### config.mk
export PLATFORM = sky130hd
export DESIGN_NAME = interrupt_priority_controller
export DESIGN_NICKNAME = d
export VERILOG_FILES = /design/src/irq_prio_pkg.sv /design/src/interrupt_priority_controller.sv /design/src/prio_select.sv
export SDC_FILE = /design/constraint.sdc
export NUM_CORES = 1
export LEC_CHECK = 0
export BUFFER_PORTS_ARGS = -buffer_cell sky130_fd_sc_hd__buf_2
export CAP_MARGIN = 15
export CORE_MARGIN = 3
export CORE_UTILIZATION = 35
export CTS_CLUSTER_DIAMETER = 100
export DETAILED_ROUTE_END_ITERATION = 16
export PLACE_DENSITY = 0.59
export SETUP_SLACK_MARGIN = 0.02
export SLEW_MARGIN = 20
export SYNTH_ARGS = -nofsm -noshare
export SYNTH_HDL_FRONTEND = slang
export SYNTH_SLANG_ARGS = --single-unit
### constraint.sdc
create_clock -name core_clk -period 5.25 [get_ports core_clk]
set_input_delay 0.7875 -clock core_clk [delete_from_list [all_inputs] [get_ports core_clk]]
set_output_delay 0.7875 -clock core_clk [all_outputs]
set_load 0.03 [all_outputs]
### src/irq_prio_pkg.sv
// package: register map, source table and bus types for the interrupt priority controller
package irq_prio_pkg;

  // register indexes on the avalon bus, taken from address bits [9:2] (printed offsets, not all multiples of four)
  localparam int ADDR_W = 10;
  localparam logic [7:0] IDX_PRIO_LOW_1   = 8'h91;
  localparam logic [7:0] IDX_PRIO_HIGH_1  = 8'h92;
  localparam logic [7:0] IDX_IRQ_EN_0     = 8'hA8;
  localparam logic [7:0] IDX_PRIO_HIGH_0  = 8'hB7;
  localparam logic [7:0] IDX_PRIO_LOW_0   = 8'hB8;
  localparam logic [7:0] IDX_IRQ_EN_1     = 8'hE8;
  // own registers: bit-operation port and status/control
  localparam logic [7:0] IDX_BIT_OP       = 8'hF0;
  localparam logic [7:0] IDX_STATUS       = 8'hF1;
  localparam logic [7:0] IDX_RETI         = 8'hF2;

  localparam logic [7:0] RESET_BYTE       = 8'h00;
  localparam int         GLOBAL_EN_BIT    = 7;
  localparam logic [7:0] EN1_MASK         = 8'h07;
  localparam logic [7:0] PRIO1_MASK       = 8'h03;

  // bit-op register layout: [2:0] bit, [5:3] register select, [6] value
  localparam int BOP_BIT_LSB = 0;
  localparam int BOP_SEL_LSB = 3;
  localparam int BOP_VAL_BIT = 6;
  localparam logic [2:0] BSEL_EN0  = 3'h0;
  localparam logic [2:0] BSEL_EN1  = 3'h1;
  localparam logic [2:0] BSEL_LOW0 = 3'h2;
  localparam logic [2:0] BSEL_LOW1 = 3'h3;

  // sources, numbered by table order
  localparam int NSRC  = 10;
  localparam int SRC_W = 4;
  localparam int LVL_N = 4;
  typedef logic [NSRC-1:0]  src_vec_t;
  typedef logic [15:0]      vector_t;
  typedef logic [SRC_W-1:0] src_idx_t;
  typedef logic [1:0]       level_t;

  // vector address per source
  localparam vector_t VEC_TAB [NSRC] = '{16'h0003, 16'h000B, 16'h0013, 16'h001B, 16'h0023,
                                         16'h002B, 16'h0033, 16'h003B, 16'h0043, 16'h004B};
  // polling rank per source, 1 served first
  localparam src_idx_t RANK_TAB [NSRC] = '{4'h1, 4'h3, 4'h4, 4'h5, 4'h6,
                                           4'h2, 4'h8, 4'h7, 4'hA, 4'h9};
  // sources ordered by rank (lowest rank first)
  localparam src_idx_t POLL_ORDER [NSRC] = '{4'h0, 4'h5, 4'h1, 4'h2, 4'h3,
                                             4'h4, 4'h7, 4'h6, 4'h9, 4'h8};

  // avalon-mm slave request and answer
  typedef struct packed {
    logic [ADDR_W-1:0] address;
    logic              read;
    logic              write;
    logic [31:0]       writedata;
    logic [3:0]        byteenable;
  } avmm_req_t;

  typedef struct packed {
    logic [31:0] readdata;
    logic        waitrequest;
  } avmm_rsp_t;

  // request to the cpu core
  typedef struct packed {
    logic     valid;
    vector_t  vector;
    src_idx_t source;
    level_t   level;
  } irq_out_t;

endpackage

### src/interrupt_priority_controller.sv
// top: enable, four-level priority, polling and vectoring of ten interrupt sources
// Operation
// - global enable bit seven gates all servicing
// - level from low bit and high bit
// - equal level resolved by fixed polling rank
// - ext zero vector 0003H, bit0, rank1
// - timer zero vector 000BH, bit1, rank3
// - ext one vector 0013H, bit2, rank4
// - timer one vector 001BH, bit3, rank5
// - uart vector 0023H, bit4, rank6
// - primary i2c vector 002BH, bit5, rank2
// - counter array vector 0033H, bit6, rank8
// - timer two vector 003BH, en1 bit0, rank7
// - secondary i2c vector 0043H, rank10
// - spi vector 004BH, en1 bit2, rank9
// - high registers byte only; reset zero
//
// Added by the designer: the Avalon-MM slave port.
`timescale 1ns/1ns
`default_nettype none
module interrupt_priority_controller (
  // clock and reset
  input  wire logic                    core_clk,
  input  wire logic                    rst,
  // register bus
  input  wire irq_prio_pkg::avmm_req_t bus_req,
  output irq_prio_pkg::avmm_rsp_t      bus_rsp,
  // request flags from peripherals
  input  wire logic                    ext_zero_flag,
  input  wire logic                    timer_zero_overflow_flag,
  input  wire logic                    ext_one_flag,
  input  wire logic                    timer_one_overflow_flag,
  input  wire logic                    uart_transmit_flag,
  input  wire logic                    uart_receive_flag,
  input  wire logic                    i2c_primary_req,
  input  wire logic                    counter_array_overflow_flag,
  input  wire logic [4:0]              module_compare_flag,
  input  wire logic                    timer_two_overflow_flag,
  input  wire logic                    timer_two_external_flag,
  input  wire logic                    i2c_secondary_req,
  input  wire logic                    spi_done_flag,
  // cpu core handshake
  input  wire logic                    irq_ack,
  input  wire logic                    irq_return,
  output irq_prio_pkg::irq_out_t       irq_out
);
  import irq_prio_pkg::*;

  // registers
  logic [7:0]       en0_r, en1_r, low0_r, low1_r, high0_r, high1_r;
  logic [LVL_N-1:0] active_r;      // levels currently in service
  irq_out_t         irq_out_r;     // registered request to the core
  avmm_rsp_t        rsp_r;         // registered bus answer
  logic             ack_pend_r;    // one wait cycle before answering

  // bus decode
  wire [7:0] idx      = bus_req.address[ADDR_W-1:2];
  wire       acc      = (bus_req.read | bus_req.write) & ~ack_pend_r;
  // write lands at the edge where the master sees waitrequest low
  wire       wr       = bus_req.write & ack_pend_r & bus_req.byteenable[0];
  wire [7:0] wbyte    = bus_req.writedata[7:0];
  wire       wr_en0   = wr & (idx == IDX_IRQ_EN_0);
  wire       wr_en1   = wr & (idx == IDX_IRQ_EN_1);
  wire       wr_low0  = wr & (idx == IDX_PRIO_LOW_0);
  wire       wr_low1  = wr & (idx == IDX_PRIO_LOW_1);
  wire       wr_high0 = wr & (idx == IDX_PRIO_HIGH_0);
  wire       wr_high1 = wr & (idx == IDX_PRIO_HIGH_1);
  wire       wr_bop   = wr & (idx == IDX_BIT_OP);
  wire       wr_reti  = wr & (idx == IDX_RETI);

  // single-bit operation fields
  wire [2:0] bop_bit = wbyte[BOP_BIT_LSB +: 3];
  wire [2:0] bop_sel = wbyte[BOP_SEL_LSB +: 3];
  wire       bop_val = wbyte[BOP_VAL_BIT];

  // apply one bit to a byte
  function automatic logic [7:0] set_bit(input logic [7:0] v, input logic [2:0] b, input logic x);
    logic [7:0] r;
    r    = v;
    r[b] = x;
    return r;
  endfunction

  // next register values; bit ops only reach enable and low regs
  wire [7:0] en0_nxt  = wr_en0 ? wbyte :
                        (wr_bop && bop_sel == BSEL_EN0) ? set_bit(en0_r, bop_bit, bop_val) : en0_r;
  wire [7:0] en1_nxt  = wr_en1 ? (wbyte & EN1_MASK) :
                        (wr_bop && bop_sel == BSEL_EN1) ? (set_bit(en1_r, bop_bit, bop_val) & EN1_MASK) : en1_r;
  wire [7:0] low0_nxt = wr_low0 ? wbyte :
                        (wr_bop && bop_sel == BSEL_LOW0) ? set_bit(low0_r, bop_bit, bop_val) : low0_r;
  wire [7:0] low1_nxt = wr_low1 ? (wbyte & PRIO1_MASK) :
                        (wr_bop && bop_sel == BSEL_LOW1) ? (set_bit(low1_r, bop_bit, bop_val) & PRIO1_MASK) : low1_r;
  wire [7:0] high0_nxt = wr_high0 ? wbyte : high0_r;
  wire [7:0] high1_nxt = wr_high1 ? (wbyte & PRIO1_MASK) : high1_r;

  // raw requests, indexed by table order
  wire src_vec_t raw_req = {spi_done_flag,
                            i2c_secondary_req,
                            timer_two_overflow_flag | timer_two_external_flag,
                            counter_array_overflow_flag | (|module_compare_flag),
                            i2c_primary_req,
                            uart_transmit_flag | uart_receive_flag,
                            timer_one_overflow_flag,
                            ext_one_flag,
                            timer_zero_overflow_flag,
                            ext_zero_flag};

  // per-source enable and priority bits
  wire src_vec_t src_en   = {en1_r[2:0], en0_r[6:0]};
  wire src_vec_t src_low  = {low1_r[1:0], low0_r};
  wire src_vec_t src_high = {high1_r[1:0], high0_r};
  wire           g_en     = en0_r[GLOBAL_EN_BIT];
  wire src_vec_t pending  = raw_req & src_en & {NSRC{g_en}};

  // candidates split by level, 3 highest
  src_vec_t lvl_cand [LVL_N];
  always_comb begin
    for (int l = 0; l < LVL_N; l++) begin
      for (int s = 0; s < NSRC; s++) begin
        lvl_cand[l][s] = pending[s] && ({src_high[s], src_low[s]} == l[1:0]);
      end
    end
  end

  // one polling-rank selector per level
  logic     lvl_found [LVL_N];
  src_idx_t lvl_pick  [LVL_N];
  genvar gl;
  generate
    for (gl = 0; gl < LVL_N; gl++) begin : g_lvl
      prio_select u_sel (
        .cand  (lvl_cand[gl]),
        .found (lvl_found[gl]),
        .pick  (lvl_pick[gl])
      );
    end
  endgenerate

  // highest level with a pending source, then its best rank
  logic     win_found;
  level_t   win_lvl;
  src_idx_t win_src;
  always_comb begin
    win_found = 1'b0;
    win_lvl   = '0;
    win_src   = '0;
    for (int l = 0; l < LVL_N; l++) begin
      if (lvl_found[l]) begin
        win_found = 1'b1;
        win_lvl   = l[1:0];
        win_src   = lvl_pick[l];
      end
    end
  end

  // highest level now in service; preempt only above it
  logic   any_active;
  level_t act_lvl;
  always_comb begin
    any_active = 1'b0;
    act_lvl    = '0;
    for (int l = 0; l < LVL_N; l++) begin
      if (active_r[l]) begin
        any_active = 1'b1;
        act_lvl    = l[1:0];
      end
    end
  end
  wire can_take = win_found && (!any_active || win_lvl > act_lvl);

  // acknowledge marks level active, return clears top level
  wire [LVL_N-1:0] ack_bit  = (irq_ack && irq_out_r.valid) ? (LVL_N'(1) << irq_out_r.level) : '0;
  wire [LVL_N-1:0] ret_bit  = ((irq_return || wr_reti) && any_active) ? (LVL_N'(1) << act_lvl) : '0;
  wire [LVL_N-1:0] active_nxt = (active_r & ~ret_bit) | ack_bit;

  // request presented to the core, dropped on ack
  irq_out_t irq_nxt;
  always_comb begin
    irq_nxt        = '0;
    irq_nxt.valid  = can_take && !(irq_ack && irq_out_r.valid);
    irq_nxt.vector = VEC_TAB[win_src];
    irq_nxt.source = win_src;
    irq_nxt.level  = win_lvl;
  end

  // read mux, reserved bits read zero, unmapped reads zero
  logic [7:0] rbyte;
  always_comb begin
    case (idx)
      IDX_IRQ_EN_0:    rbyte = en0_r;
      IDX_IRQ_EN_1:    rbyte = en1_r;
      IDX_PRIO_LOW_0:  rbyte = low0_r;
      IDX_PRIO_LOW_1:  rbyte = low1_r;
      IDX_PRIO_HIGH_0: rbyte = high0_r;
      IDX_PRIO_HIGH_1: rbyte = high1_r;
      IDX_STATUS:      rbyte = {win_found, irq_out_r.valid, 2'h0, active_r};
      default:         rbyte = RESET_BYTE;
    endcase
  end

  // configuration registers, all clear at reset
  always_ff @(posedge core_clk or posedge rst) begin
    if (rst) begin
      en0_r   <= RESET_BYTE;
      en1_r   <= RESET_BYTE;
      low0_r  <= RESET_BYTE;
      low1_r  <= RESET_BYTE;
      high0_r <= RESET_BYTE;
      high1_r <= RESET_BYTE;
    end else begin
      en0_r   <= en0_nxt;
      en1_r   <= en1_nxt;
      low0_r  <= low0_nxt;
      low1_r  <= low1_nxt;
      high0_r <= high0_nxt;
      high1_r <= high1_nxt;
    end
  end

  // service state and request output
  always_ff @(posedge core_clk or posedge rst) begin
    if (rst) begin
      active_r  <= '0;
      irq_out_r <= '0;
    end else begin
      active_r  <= active_nxt;
      irq_out_r <= irq_nxt;
    end
  end

  // bus answer: waitrequest low one cycle after the request
  always_ff @(posedge core_clk or posedge rst) begin
    if (rst) begin
      ack_pend_r <= 1'b0;
      rsp_r      <= '{readdata: 32'h0000_0000, waitrequest: 1'b1};
    end else begin
      ack_pend_r        <= acc;
      rsp_r.waitrequest <= ~acc;
      rsp_r.readdata    <= {24'h00_0000, rbyte};
    end
  end

  assign bus_rsp = rsp_r;
  assign irq_out = irq_out_r;
endmodule
`default_nettype wire

### src/prio_select.sv
// leaf: picks the best pending source among the enabled ones for one level
`timescale 1ns/1ns
`default_nettype none
module prio_select (
  // candidates
  input  wire irq_prio_pkg::src_vec_t  cand,
  // result
  output logic                         found,
  output irq_prio_pkg::src_idx_t       pick
);
  import irq_prio_pkg::*;

  // walk sources in reverse polling order, last hit (lowest rank) wins
  always_comb begin
    found = 1'b0;
    pick  = '0;
    for (int k = NSRC - 1; k >= 0; k--) begin
      if (cand[POLL_ORDER[k]]) begin
        found = 1'b1;
        pick  = POLL_ORDER[k];
      end
    end
  end
endmodule
`default_nettype wire

==> impl_summary.log <==
INFO  metric initial_utilization = 0.3682
INFO  metric post_synth_fa_ha_maj_area_fraction = 0.006410
INFO  metric synth_largest_area_cell = sky130_fd_sc_hd__dfrtp_1
INFO  metric max_cap_viol_count = 0
INFO  metric critPathSlowestCell = sky130_fd_sc_hd__dfrtp_1
INFO  metric gp_congestion = 0.9327
INFO  metric synth_enable_flop_cells = 0
INFO  metric critical_path_class = reg2reg
INFO  metric final-setup-viol-count = 0
INFO  metric mapped_cells = 453
INFO  metric relSlewSlack = 0.4188
INFO  metric cts-hold-fix-buffers = 0
INFO  metric via_density_per_instance = roughly 5.7
INFO  metric ant_nets = 0
INFO  metric syn-cell-area = approximately 4000 um2
INFO  metric synth_mux_area_frac = 0.07340
INFO  metric worst_setup_path_startpoint = en0_r[7]
INFO  metric irDropWorstVdd = 0.00009513 V
INFO  metric fin_worst_skew = 14.07 ps
INFO  metric drt_iter0_markers = 364
INFO  metric cts_buffers = 5
INFO  metric min-delay-start = irq_out[0]
INFO  metric path_common_cell = sky130_fd_sc_hd__a21oi_1
INFO  metric synth_compound_area_frac = 0.2003
INFO  metric final.setup.tns = 0 ps
INFO  metric grt_remaining_overflow = 0
INFO  metric ys.flop_type = sky130_fd_sc_hd__dfrtp_1
INFO  metric crit_path_max_fanout = 26
INFO  metric cts_setup_buffers = 0
INFO  metric rows = 37
INFO  metric firstDrtPassIters = 5
INFO  metric synth-async-reset-ratio = 1.000
INFO  metric yosys_warnings = 0
INFO  metric vias_in_the_first_global_route = 3396
INFO  metric cts_buffer_depth = 2
INFO  metric clkLatencyLatePin = around 310 ps
INFO  metric numClockSinks = 55
INFO  metric die_x = 111.6 um
INFO  metric multiInputGateArea = 2245 um2
INFO  metric initial_antenna_violation_count = 0
INFO  metric final_layout_size_suffix_gt1_frac = 0.2063
INFO  metric arrival = 3490 ps
INFO  metric power_density_over_cell_area = 195.7 nW/um2
INFO  metric place_area = around 4200 um2
INFO  metric yosys.area_share.simple = 0.2612
INFO  metric final_nets = 574
INFO  metric max_slew.worst_pin.slew = 865.1 ps
INFO  metric yosys.area_share.xor_xnor = 0
INFO  metric area_growth = 10.00%
INFO  metric cts-htree-levels = 2
INFO  metric top_level_ports = 125
INFO  metric maxSlewViolCount = 0
INFO  metric path_buf_inv = 0
INFO  metric cts.repair.resized = 0
INFO  metric rsz0062_at_grt = false
INFO  metric final_hold_viol_count = 0
INFO  metric synth.yosys.seq_area_share = 0.3529
INFO  metric post-route-drc-count = 0
INFO  metric grt_use_total = 0.1820
INFO  metric total_leakage_power = 2.080 nW
INFO  metric holdCritPathClass = reg2reg
INFO  metric clk_pin_slew_worst_paths = 100 ps
INFO  metric num_vias = 3656
INFO  metric critical_path.endpoint_type = flip-flop
INFO  metric crit_chain = o211a_1 > and3_2 > or3_4 > nor4_2 > nand2_1 > ha_1 > a21oi_1 > a21oi_1 > o21ai_0 > nor2_1
INFO  metric route.detailed.wl_per_inst = 18.12 um
INFO  metric wl = ~12 mm
INFO  metric synth_top_family_by_area = simple AND/OR/NAND/NOR gates
INFO  metric max_freq = 302.7 MHz
INFO  metric regArea = roughly 1400 um2
INFO  metric core_area = roughly 11000 um2
INFO  metric slowest_delay = 690 ps
INFO  metric port_buffers = 61
INFO  metric tritoncts = built
INFO  metric startpoint_type = flip-flop
INFO  metric cp.required = 5440 ps
INFO  metric buffer_type_at_the_clock_tree_root = sky130_fd_sc_hd__clkbuf_8
INFO  metric layout.cell_area.non_filler = around 4300 um2
INFO  metric synth_cell_type_count = 66
INFO  metric fillers = 1119
INFO  metric dp_hpwl = roughly 9.0 mm
INFO  metric final.min_clock_period = 3304 ps
INFO  metric run_status = complete, no violations
INFO  metric post_synth_main_area_contributors = sky130_fd_sc_hd__dfrtp_1 35%, sky130_fd_sc_hd__buf_4 7.1%, sky130_fd_sc_hd__nand2_1 3.9%
INFO  metric first_pass_grt_wire_length = 18.22 mm
INFO  metric synth_top_cell_area_share = 0.3462
INFO  metric fp.dieArea = 12460 um2
INFO  metric ys_seq_elements = 55
INFO  metric grt_max_degree = 56
INFO  metric period_share = 0.6292
INFO  metric antenna-diode-count = 0
INFO  metric synth.avg_cell_area = approximately 8.6 um2
INFO  metric path_delay_family = simple AND/OR/NAND/NOR gates
INFO  metric die_y = 111.6 um
INFO  metric crit-reg2reg-launch = en0_r[7]
flip-flops by register name, indices dropped and copies added, names as in the netlist:
signal and flops:
irq_out 10, low0_r 8, active_r 4, en0_r 8, low1_r 2, high1_r 2, en1_r 3, bus_rsp 9
ack_pend_r 1, high0_r 8
power breakdown:
| part | internal [mW] | switching (mW) |
|---|---|---|
| combinational | 0.0229 | 0.0776 |
| sequential | 0.431 | 0.0109 |
| clock | 0.155 | 0.143 |
cells in the final DEF (no fill, tap or decap), drive strengths merged, types with 14 or more instances in the layout:
cell and count:
a21oi 30, buf 63, conb 35, dfrtp 54, inv 17, mux2i 14
nand2 41, nand3 17, nor2 36, nor3 16, o21ai 23
worst register-to-register path, stage by stage (launching register included):
cell and delay (ps):
sky130_fd_sc_hd__dfrtp_1 690, sky130_fd_sc_hd__o211a_1 330, sky130_fd_sc_hd__and3_2 280, sky130_fd_sc_hd__or3_4 370
sky130_fd_sc_hd__nor4_2 440, sky130_fd_sc_hd__nand2_1 290, sky130_fd_sc_hd__ha_1 360, sky130_fd_sc_hd__a21oi_1 130
sky130_fd_sc_hd__a21oi_1 50, sky130_fd_sc_hd__o21ai_0 180, sky130_fd_sc_hd__nor2_1 60
kinds of logic after synthesis:
logic type,after synthesis
buffers and inverters,70
other,2
DFF,55
and+or+nand+nor,183
adders and majority gates,2
AOI/OAI and AO/OA,114
muxes,27
cell type report:
class                           instances  share of cell area
Clock buffer                            6             0.01923
Inverter                               17             0.01486
Clock inverter                          2            0.008159
Sequential cell                        55              0.3208
Tap cell                              136             0.03963
Timing Repair Buffer                   63             0.07459
Multi-Input combinational cell        361              0.5227
cell usage after synthesis, types with 7 or more instances:
| library cell | number |
|---|---|
| sky130_fd_sc_hd__a222oi_1 | 7 |
| sky130_fd_sc_hd__nor2_1 | 36 |
| sky130_fd_sc_hd__a21oi_1 | 30 |
| sky130_fd_sc_hd__clkbuf_1 | 13 |
| sky130_fd_sc_hd__mux2_2 | 13 |
| sky130_fd_sc_hd__nand4_1 | 12 |
| sky130_fd_sc_hd__nor3_1 | 16 |
| sky130_fd_sc_hd__inv_1 | 17 |
| sky130_fd_sc_hd__nand3_1 | 17 |
| sky130_fd_sc_hd__nand2_1 | 41 |
| sky130_fd_sc_hd__o21ai_0 | 22 |
| sky130_fd_sc_hd__dfrtp_1 | 54 |
| sky130_fd_sc_hd__mux2i_1 | 14 |
| sky130_fd_sc_hd__buf_4 | 37 |
metal layers:
| layer | wire [um] | vias up | track usage |
|---|---|---|---|
| li1 | - | 1725 | - |
| met1 | 5122 | 1769 | 0.2484 |
| met2 | 5482 | 149 | 0.3004 |
| met3 | 798 | 13 | 0.03098 |
| met4 | 189 | 0 | 0.04785 |
| met5 | 0 | - | 0 |
final timing paths:
path	to	slack (ps)	depth (start not counted)
max in group asynchronous	high0_r[4]	4130	3
min	active_r[0]	520	1
max reg2reg	irq_out[22]	1950	10
max	irq_out[22]	1950	10
min in group asynchronous	irq_out[7]	650	3
min reg2reg	active_r[0]	520	1
per-stage QoR:
step | power (mW) | instances | utilization | setup slack (ps) | hold slack (ps)
after floorplan | 0.5330 | 486 | - | 2203 | 458.7
after global placement | 0.5487 | 632 | 0.3940 | 1688 | 490.6
after detailed placement | 0.5503 | 632 | 0.3940 | 1610 | 482.8
after CTS | 0.8448 | 640 | 0.4051 | 1915 | 522.7
after global routing | 0.8706 | 640 | 0.4051 | 1554 | 533.3
final | 0.8402 | 640 | 0.4051 | 1946 | 515.6
No activity file was read; power rests on OpenSTA's default activity.
